--- src/inc/lcc_pkg.sv ---
// Constants of the loop controller configuration block.
// Assumes a 32-bit Avalon-MM slave with byte addresses, one word per register.
package lcc_pkg;
  // ****************************************
  // Register indices (byte address = 4 * index)
  // ****************************************
  localparam logic [7:0]  IDX_MAINS      = 8'h51;
  localparam logic [7:0]  IDX_SMP        = 8'h52;
  localparam logic [7:0]  IDX_MODE_A     = 8'h53;
  localparam logic [7:0]  IDX_MODE_B     = 8'h54;
  localparam logic [7:0]  IDX_OPE        = 8'h60;
  localparam logic [7:0]  IDX_ENABLE     = 8'h61;
  localparam logic [7:0]  IDX_STATUS     = 8'h62;
  // ****************************************
  // Reset values and codes
  // ****************************************
  localparam logic        MAINS_RST      = 1'b0;
  localparam logic        SMP_RST        = 1'b1;
  localparam logic        SMP_SHORT      = 1'b0;
  localparam logic [2:0]  MODE_RST       = 3'h0;
  localparam logic [2:0]  MODE_SINGLE    = 3'h0;
  localparam logic [2:0]  MODE_CHANGE    = 3'h1;
  localparam logic [2:0]  MODE_CASCADE   = 3'h2;
  localparam logic [2:0]  MODE_ODD_OFF   = 3'h3;
  localparam logic [2:0]  MODE_BOTH_OFF  = 3'h4;
  localparam logic [15:0] OPE_RST        = 16'h0000;
  localparam logic [15:0] OPE_APPLY      = 16'h0000;
  localparam logic [15:0] OPE_INIT_ALL   = 16'h0001;
  localparam int          ENABLE_GO_BIT  = 0;
  // ****************************************
  // Status register fields
  // ****************************************
  localparam int          ST_MAINS_BIT   = 0;
  localparam int          ST_SMP_BIT     = 1;
  localparam int          ST_LOCK_BIT    = 2;
  localparam int          ST_MODE_A_LSB  = 4;
  localparam int          ST_MODE_B_LSB  = 8;
endpackage

--- src/core/lcc_top.sv ---
// Module-wide configuration registers of a four-loop control module.
// Assumes one 40 MHz clock, an Avalon-MM master and two asynchronous switch pins.
// How it works
// - Enable with operand set to initialize-all restores every default.
// - Written controller values stay staged until the enable command.
// - An applied controller change pulses the default-reset output.
// - Mode moves among codes 0, 3 and 4 only do not pulse defaults.
// - With the hardware switch selecting mains, software mains writes are ignored.
// - Sampling register: 0 is 100 ms, 1 is 200 ms, default 1.
// - Short period lets only loops one and two control; long allows four.
// - Output function of loops three and four stays with short period.
// - Two mode registers, loops 1-2 and 3-4, accept 0 to 4, default 0.
// - Code 0 runs both loops as independent single loops.
// - Code 1 is changeover: odd loop low input, even loop high input.
// - In changeover odd loop gives input only; even loop parameters control.
// - In cascade only the even loop parameter set is used.
// - Code 3 disables the odd loop; even loop runs single.
// - Code 4 disables both loops of the pair.
`timescale 1ns/100ps
`default_nettype none
module lcc_top (
  // Clock and reset
  input  wire logic        CLK_I,
  input  wire logic        RST_B_I,
  // Avalon-MM slave
  input  wire logic [9:0]  AVS_ADDRESS_I,
  input  wire logic        AVS_READ_I,
  input  wire logic        AVS_WRITE_I,
  input  wire logic [31:0] AVS_WRITEDATA_I,
  input  wire logic [3:0]  AVS_BYTEENABLE_I,
  output logic [31:0]      AVS_READDATA_O,
  output logic             AVS_WAITREQUEST_O,
  // Hardware mains switch pins
  input  wire logic        MAINS_SW_EN_I,
  input  wire logic        MAINS_SW_SEL_I,
  // Effective configuration
  output logic             MAINS_60HZ_O,
  output logic             SMP_LONG_O,
  output logic [3:0]       LOOP_CONTROL_O,
  output logic [3:0]       LOOP_INPUT_O,
  output logic [3:0]       LOOP_PARAMS_O,
  output logic [3:0]       LOOP_OUTPUT_O,
  output logic [1:0]       PAIR_CHANGE_O,
  output logic [1:0]       PAIR_CASCADE_O,
  output logic             PARAM_DEFAULT_O
);

  // ****************************************
  // Switch synchronisers
  // ****************************************
  logic [1:0] sw_en_q;
  logic [1:0] sw_sel_q;

  always_ff @(posedge CLK_I or negedge RST_B_I) begin
    if (!RST_B_I) begin
      sw_en_q  <= 2'h0;
      sw_sel_q <= 2'h0;
    end else begin
      sw_en_q  <= {sw_en_q[0], MAINS_SW_EN_I};
      sw_sel_q <= {sw_sel_q[0], MAINS_SW_SEL_I};
    end
  end

  logic sw_lock;
  assign sw_lock = sw_en_q[1];

  // ****************************************
  // Bus handshake
  // ****************************************
  logic       ack_q;
  logic       req;
  logic       wr_acc;
  logic [7:0] idx;
  logic       idx_ok;

  assign req               = AVS_READ_I | AVS_WRITE_I;
  assign AVS_WAITREQUEST_O = req & ~ack_q;
  assign wr_acc            = AVS_WRITE_I & ack_q & AVS_BYTEENABLE_I[0] & idx_ok;
  assign idx               = AVS_ADDRESS_I[9:2];
  assign idx_ok            = (AVS_ADDRESS_I[1:0] == 2'h0);

  always_ff @(posedge CLK_I or negedge RST_B_I) begin
    if (!RST_B_I) begin
      ack_q <= 1'b0;
    end else begin
      ack_q <= req & ~ack_q;
    end
  end

  // ****************************************
  // Staged and active registers
  // ****************************************
  logic        st_mains_q;
  logic        st_smp_q;
  logic [2:0]  st_mode_a_q;
  logic [2:0]  st_mode_b_q;
  logic [15:0] ope_q;
  logic        act_mains_q;
  logic        act_smp_q;
  logic [2:0]  act_mode_a_q;
  logic [2:0]  act_mode_b_q;
  logic        go_q;
  logic [2:0]  wmode;
  logic        init_go;
  logic        apply_go;

  assign wmode    = AVS_WRITEDATA_I[2:0];
  assign init_go  = go_q & (ope_q == lcc_pkg::OPE_INIT_ALL);
  assign apply_go = go_q & (ope_q != lcc_pkg::OPE_INIT_ALL);

  function automatic logic mode_ok(input logic [31:0] d);
    mode_ok = (d[31:3] == 29'h0) && (d[2:0] <= lcc_pkg::MODE_BOTH_OFF);
  endfunction

  function automatic logic soft_mode(input logic [2:0] m);
    soft_mode = (m == lcc_pkg::MODE_SINGLE) || (m == lcc_pkg::MODE_ODD_OFF) ||
                (m == lcc_pkg::MODE_BOTH_OFF);
  endfunction

  // Enable command, taken one cycle after the write
  always_ff @(posedge CLK_I or negedge RST_B_I) begin
    if (!RST_B_I) begin
      go_q <= 1'b0;
    end else begin
      go_q <= wr_acc & (idx == lcc_pkg::IDX_ENABLE) &
              AVS_WRITEDATA_I[lcc_pkg::ENABLE_GO_BIT];
    end
  end

  // Staged values written by software
  always_ff @(posedge CLK_I or negedge RST_B_I) begin
    if (!RST_B_I) begin
      st_mains_q  <= lcc_pkg::MAINS_RST;
      st_smp_q    <= lcc_pkg::SMP_RST;
      st_mode_a_q <= lcc_pkg::MODE_RST;
      st_mode_b_q <= lcc_pkg::MODE_RST;
      ope_q       <= lcc_pkg::OPE_RST;
    end else if (init_go) begin
      st_mains_q  <= lcc_pkg::MAINS_RST;
      st_smp_q    <= lcc_pkg::SMP_RST;
      st_mode_a_q <= lcc_pkg::MODE_RST;
      st_mode_b_q <= lcc_pkg::MODE_RST;
      ope_q       <= lcc_pkg::OPE_RST;
    end else if (wr_acc) begin
      case (idx)
        lcc_pkg::IDX_MAINS: begin
          if (!sw_lock && AVS_WRITEDATA_I[31:1] == 31'h0) begin
            st_mains_q <= AVS_WRITEDATA_I[0];
          end
        end
        lcc_pkg::IDX_SMP: begin
          if (AVS_WRITEDATA_I[31:1] == 31'h0) begin
            st_smp_q <= AVS_WRITEDATA_I[0];
          end
        end
        lcc_pkg::IDX_MODE_A: begin
          if (mode_ok(AVS_WRITEDATA_I)) begin
            st_mode_a_q <= wmode;
          end
        end
        lcc_pkg::IDX_MODE_B: begin
          if (mode_ok(AVS_WRITEDATA_I)) begin
            st_mode_b_q <= wmode;
          end
        end
        lcc_pkg::IDX_OPE: begin
          ope_q <= AVS_WRITEDATA_I[15:0];
        end
        default: begin
        end
      endcase
    end
  end

  // Active values only change on the enable command
  always_ff @(posedge CLK_I or negedge RST_B_I) begin
    if (!RST_B_I) begin
      act_mains_q  <= lcc_pkg::MAINS_RST;
      act_smp_q    <= lcc_pkg::SMP_RST;
      act_mode_a_q <= lcc_pkg::MODE_RST;
      act_mode_b_q <= lcc_pkg::MODE_RST;
    end else if (init_go) begin
      act_mains_q  <= lcc_pkg::MAINS_RST;
      act_smp_q    <= lcc_pkg::SMP_RST;
      act_mode_a_q <= lcc_pkg::MODE_RST;
      act_mode_b_q <= lcc_pkg::MODE_RST;
    end else if (apply_go) begin
      act_mains_q  <= st_mains_q;
      act_smp_q    <= st_smp_q;
      act_mode_a_q <= st_mode_a_q;
      act_mode_b_q <= st_mode_b_q;
    end
  end

  // ****************************************
  // Default-reset request
  // ****************************************
  logic soft_a;
  logic soft_b;
  logic need_default;

  assign soft_a = (st_mode_a_q == act_mode_a_q) ||
                  (soft_mode(st_mode_a_q) && soft_mode(act_mode_a_q));
  assign soft_b = (st_mode_b_q == act_mode_b_q) ||
                  (soft_mode(st_mode_b_q) && soft_mode(act_mode_b_q));
  assign need_default = (st_mains_q != act_mains_q) || (st_smp_q != act_smp_q) ||
                        !soft_a || !soft_b;

  always_ff @(posedge CLK_I or negedge RST_B_I) begin
    if (!RST_B_I) begin
      PARAM_DEFAULT_O <= 1'b0;
    end else begin
      PARAM_DEFAULT_O <= init_go | (apply_go & need_default);
    end
  end

  // ****************************************
  // Loop roles per pair
  // ****************************************
  always_ff @(posedge CLK_I or negedge RST_B_I) begin
    if (!RST_B_I) begin
      MAINS_60HZ_O <= lcc_pkg::MAINS_RST;
      SMP_LONG_O   <= lcc_pkg::SMP_RST;
    end else begin
      MAINS_60HZ_O <= sw_lock ? sw_sel_q[1] : act_mains_q;
      SMP_LONG_O   <= act_smp_q;
    end
  end

  for (genvar p = 0; p < 2; p++) begin : g_pair
    logic [2:0] m;
    logic       usable;
    assign m      = (p == 0) ? act_mode_a_q : act_mode_b_q;
    assign usable = (p == 0) || (act_smp_q != lcc_pkg::SMP_SHORT);
    // Roles as {control, input, params, output}, each {even, odd}
    logic [7:0] role;
    always_comb begin
      role = 8'h0;
      case (m)
        lcc_pkg::MODE_SINGLE:  role = {{6{usable}}, 2'h3};
        lcc_pkg::MODE_CHANGE:  role = {usable, 1'b0, {3{usable}}, 3'h2};
        lcc_pkg::MODE_CASCADE: role = {{5{usable}}, 3'h2};
        lcc_pkg::MODE_ODD_OFF: role = {{3{usable, 1'b0}}, 2'h2};
        default:               role = 8'h0;
      endcase
    end

    always_ff @(posedge CLK_I or negedge RST_B_I) begin
      if (!RST_B_I) begin
        LOOP_CONTROL_O[2*p+1:2*p] <= 2'h0;
        LOOP_INPUT_O[2*p+1:2*p]   <= 2'h0;
        LOOP_PARAMS_O[2*p+1:2*p]  <= 2'h0;
        LOOP_OUTPUT_O[2*p+1:2*p]  <= 2'h0;
        PAIR_CHANGE_O[p]          <= 1'b0;
        PAIR_CASCADE_O[p]         <= 1'b0;
      end else begin
        LOOP_CONTROL_O[2*p+1:2*p] <= role[7:6];
        LOOP_INPUT_O[2*p+1:2*p]   <= role[5:4];
        LOOP_PARAMS_O[2*p+1:2*p]  <= role[3:2];
        LOOP_OUTPUT_O[2*p+1:2*p]  <= role[1:0];
        PAIR_CHANGE_O[p]  <= (m == lcc_pkg::MODE_CHANGE);
        PAIR_CASCADE_O[p] <= (m == lcc_pkg::MODE_CASCADE);
      end
    end
  end

  // ****************************************
  // Read data
  // ****************************************
  logic [31:0] rd_d;

  always_comb begin
    rd_d = 32'h0;
    if (idx_ok) begin
      case (idx)
        lcc_pkg::IDX_MAINS:  rd_d[0]   = sw_lock ? sw_sel_q[1] : st_mains_q;
        lcc_pkg::IDX_SMP:    rd_d[0]   = st_smp_q;
        lcc_pkg::IDX_MODE_A: rd_d[2:0] = st_mode_a_q;
        lcc_pkg::IDX_MODE_B: rd_d[2:0] = st_mode_b_q;
        lcc_pkg::IDX_OPE:    rd_d[15:0] = ope_q;
        lcc_pkg::IDX_STATUS: begin
          rd_d[lcc_pkg::ST_MAINS_BIT]                          = MAINS_60HZ_O;
          rd_d[lcc_pkg::ST_SMP_BIT]                            = act_smp_q;
          rd_d[lcc_pkg::ST_LOCK_BIT]                           = sw_lock;
          rd_d[lcc_pkg::ST_MODE_A_LSB+2:lcc_pkg::ST_MODE_A_LSB] = act_mode_a_q;
          rd_d[lcc_pkg::ST_MODE_B_LSB+2:lcc_pkg::ST_MODE_B_LSB] = act_mode_b_q;
        end
        default:             rd_d = 32'h0;
      endcase
    end
  end

  always_ff @(posedge CLK_I or negedge RST_B_I) begin
    if (!RST_B_I) begin
      AVS_READDATA_O <= 32'h0;
    end else if (AVS_READ_I && !ack_q) begin
      AVS_READDATA_O <= rd_d;
    end
  end
endmodule // lcc_top
`default_nettype wire

--- config.mk ---
export PLATFORM = sky130hd
export DESIGN_NAME = lcc_top
export DESIGN_NICKNAME = d
export VERILOG_FILES = /design/src/inc/lcc_pkg.sv /design/src/core/lcc_top.sv
export SDC_FILE = /design/constraint.sdc
export NUM_CORES = 1
export LEC_CHECK = 0
export ABC_AREA = 1
export BUFFER_PORTS_ARGS = -buffer_cell sky130_fd_sc_hd__buf_2
export CAP_MARGIN = 0
export CORE_MARGIN = 8
export CORE_UTILIZATION = 47
export DETAILED_ROUTE_END_ITERATION = 10
export PLACE_DENSITY_LB_ADDON = 0.15
export SYNTH_ARGS = -nofsm -noshare
export SYNTH_HDL_FRONTEND = slang
export SYNTH_SLANG_ARGS = --single-unit
--- constraint.sdc ---
create_clock -name CLK_I -period 1.31 [get_ports CLK_I]
set_input_delay 0.131 -clock CLK_I [delete_from_list [all_inputs] [get_ports CLK_I]]
set_output_delay 0.131 -clock CLK_I [all_outputs]
set_load 0.01 [all_outputs]
==> flow_metrics.tcl <==
set metrics [dict create \
    hold_class "in -> reg" \
    grt_pass1_wl_um 15300 \
    grt_pass1_vias 3243 \
    vias_per_cell 4.87 \
    synth_top_family_by_area "simple AND/OR/NAND/NOR gates" \
    insertion_delay_ns 0.35 \
    combPwrFrac_pct 7.1 \
    pwr-share-clk_pct 43.1 \
    ant_nets 0 \
    crit_path_max_fanout 14 \
    synth_fa_ha_area_share_pct 0 \
    swShare_pct 22.7 \
    ir_drop_v 0.000501 \
    critical_path_class "reg -> reg" \
    muxShareOfSynthArea_pct 0 \
    rrSetupSlack_ns -0.15 \
    netSwitchingPower_mw 1.01 \
    synth_ff_type "dfrtp_1" \
    fp.dieW_um 104 \
    antenna_found_initial 0 \
    cp-start-kind "register" \
    io_pins 108 \
    place_area_um2 4310 \
    synth.ff_latch_count 71 \
    internal_power_mw 3.44 \
    synthesis.area_um2 3660 \
    drcViolationCount 0 \
    dp_hpwl_um 7050 \
    synth_common_cells "111 x nand2_1, 68 x dfrtp_1, 65 x nand3_1" \
    slew_violations 0 \
    clk_path_buf_depth 2 \
    synth-simple-area-share_pct 31.3 \
    routed_wl_um 9500 \
    vias 3326 \
    synth_area_leaders "dfrtp_1 46%, nand2_1 11%, nand3_1 8.9%" \
    synth_edf_count 0 \
    yosys.area.top_type_share_pct 46.4 \
    die_height_um 104 \
    post_synth_xor_area_fraction_pct 1.67 \
    cp.required_ns 1.55 \
    avgRoutedWirePerCell_um 13.9 \
    seq_power_share_pct 49.8 \
    rsz0062_at_grt "true" \
    status "finished with violations" \
    core_area_um2 7650 \
    gr-total-overflow 0 \
    dp_worst_setup_slack_ns -0.175 \
    num_rows 32 \
    drt_iter0_drc 158 \
    syn_to_final_growth_pct 31.0 \
    period_needed_ns 1.46 \
    max-cap-violations 0 \
    cts_max_level 3 \
    cts_buffers 9 \
    worst_slack_ns -0.147 \
    synth_seq_area_share_pct 48.6 \
    start_util_pct 47.9 \
    syn_avg_cell_area_um2 8.03 \
    p_leak_nw 2.47 \
    fin_crit_sh_pct 111 \
    path_clk_slew_ns 0.08 \
    drive_above_1_share_pct 33.4 \
    io_buffers 88 \
    synth_most_common_cell "nand2_1" \
    synth_compound_area_share_pct 6.52 \
    stdcell_area_um2 4800 \
    clock_skew_ns 0.00607 \
    yosys_warnings 0 \
    crit_path_end_kind "register" \
    power_density_nw_per_um2 927 \
    fin_setup_tns_ns -2.43 \
    violations "negative setup slack" \
    synth_cell_types 32 \
    die_area_um2 10900 \
    finalNonFillerCells 683 \
    track_usage_pct 17.2 \
    setup_viol 25 \
    power_mw 4.45 \
    hold_violations 0 \
    fmax_ghz 0.686 \
    async_flop_share_pct 100 \
    dr.pass1.iters 4 \
    synth_top_area_cell "dfrtp_1" \
    tritoncts "yes" \
    netlist_instances 456 \
    dp_cells 657 \
    grt_max_degree 72 \
    clock-sinks 71 \
    cts-root-buf "clkbuf_8" \
    cp.arrival_ns 1.70 \
    globalplace.congestion 0.839 \
    layout.nets 627 \
]
==> power by group through the flow <==
stage | Clock (mW) | Combinational, mW | Sequential, mW
2_1_floorplan | 0 | 0.150 | 2.26
3_3_place_gp | 0 | 0.291 | 2.26
3_5_place_dp | 0 | 0.296 | 2.26
4_1_cts | 1.96 | 0.307 | 2.21
5_1_grt | 2.04 | 0.356 | 2.22
6_report | 1.92 | 0.315 | 2.22
==> critical path, cell delays in order (launching register included) <==
cell	delay, ns
dfrtp_1	0.41
nor2_1	0.12
nand3_1	0.14
nor2_4	0.18
nand3_4	0.14
clkbuf_16	0.21
nand3_1	0.09
nand2_1	0.05
==> kinds of logic (layout without fill, tap and decap cells) <==
| kind of cell | count (synthesis) | after routing |
|---|---|---|
| AND/OR/NAND/NOR | 259 | 259 |
| other | 1 | 17 |
| buffers and inverters | 78 | 187 |
| AO/OA/AOI/OAI | 40 | 40 |
| XOR/XNOR | 7 | 7 |
| flip-flops | 71 | 71 |
==> repair_timing <==
item	CTS	global route
pin swaps	9	6
cloned	0	1
hold buffers	3	0
hold endpoints to repair	70	0
setup endpoints to repair	34	50
setup buffers	4	1
resized for setup	23	22
==> cell usage in the layout (no fill, tap or decap), drive strengths merged, types with 6 or more instances in the layout <==
cell,n
buf,125
nand2,114
dfrtp,68
nand3,66
nor2,65
inv,42
o21ai,20
conb,16
clkbuf,11
o22ai,9
nor3,8
xnor2,6
o31ai,6
==> per-layer routing <==
metal  share of wire (%)  GRT usage [%]
met5                   0              0
met4                 1.6           5.69
met3                 7.4           5.58
met1                  45           21.4
met2                  46           27.4
==> metrics by stage <==
step / hold WS [ns] / utilization, %
finish: 0.0230 / 62.7
global route: 0.0363 / 62.7
CTS: 0.0182 / 61.1
detailed placement: 0.186 / 56.4
global placement: 0.184 / 56.4
floorplan: -0.165 / -
==> flip-flops by register name (all words and copies together) (netlist names), 2 cells and up <==
signal and cells:
LOOP_CONTROL_O 4, sw_en_q 2, sw_sel_q 2, st_mode_a_q 3, PAIR_CHANGE_O 2, st_mode_b_q 3, act_mode_a_q 3, AVS_READDATA_O 16
ope_q 16, LOOP_OUTPUT_O 3, LOOP_INPUT_O 2, act_mode_b_q 3, PAIR_CASCADE_O 2
==> worst paths after layout <==
| kind | start | endpoint | cells past startpoint |
|---|---|---|---|
| worst max-delay path | ope_q[6]$_DFFE_PN0P_ | ope_q[4]$_DFFE_PN0P_ | 7 |
| worst min-delay path | AVS_WRITEDATA_I[14] | ope_q[14]$_DFFE_PN0P_ | 3 |
| worst max register to register | ope_q[6]$_DFFE_PN0P_ | ope_q[4]$_DFFE_PN0P_ | 7 |
| worst min register to register | sw_sel_q[0]$_DFF_PN0_ | sw_sel_q[1]$_DFF_PN0_ | 0 |
| max in group asynchronous | RST_B_I | act_smp_q$_DFFE_PN1P_ | 3 |
| min in group asynchronous | RST_B_I | AVS_READDATA_O[9]$_DFFE_PN0P_ | 3 |
==> final cells by class <==
type,instances,area (µm²)
Fill cell,676,2850
Sequential cell,71,1780
Multi-Input combinational cell,322,1670
Timing Repair Buffer,129,840
Inverter,42,158
Clock buffer,10,138
Tap cell,102,128
Clock inverter,6,83.8
Antenna cell,1,2.50
Note: power is estimated with default switching activity, not from simulation.
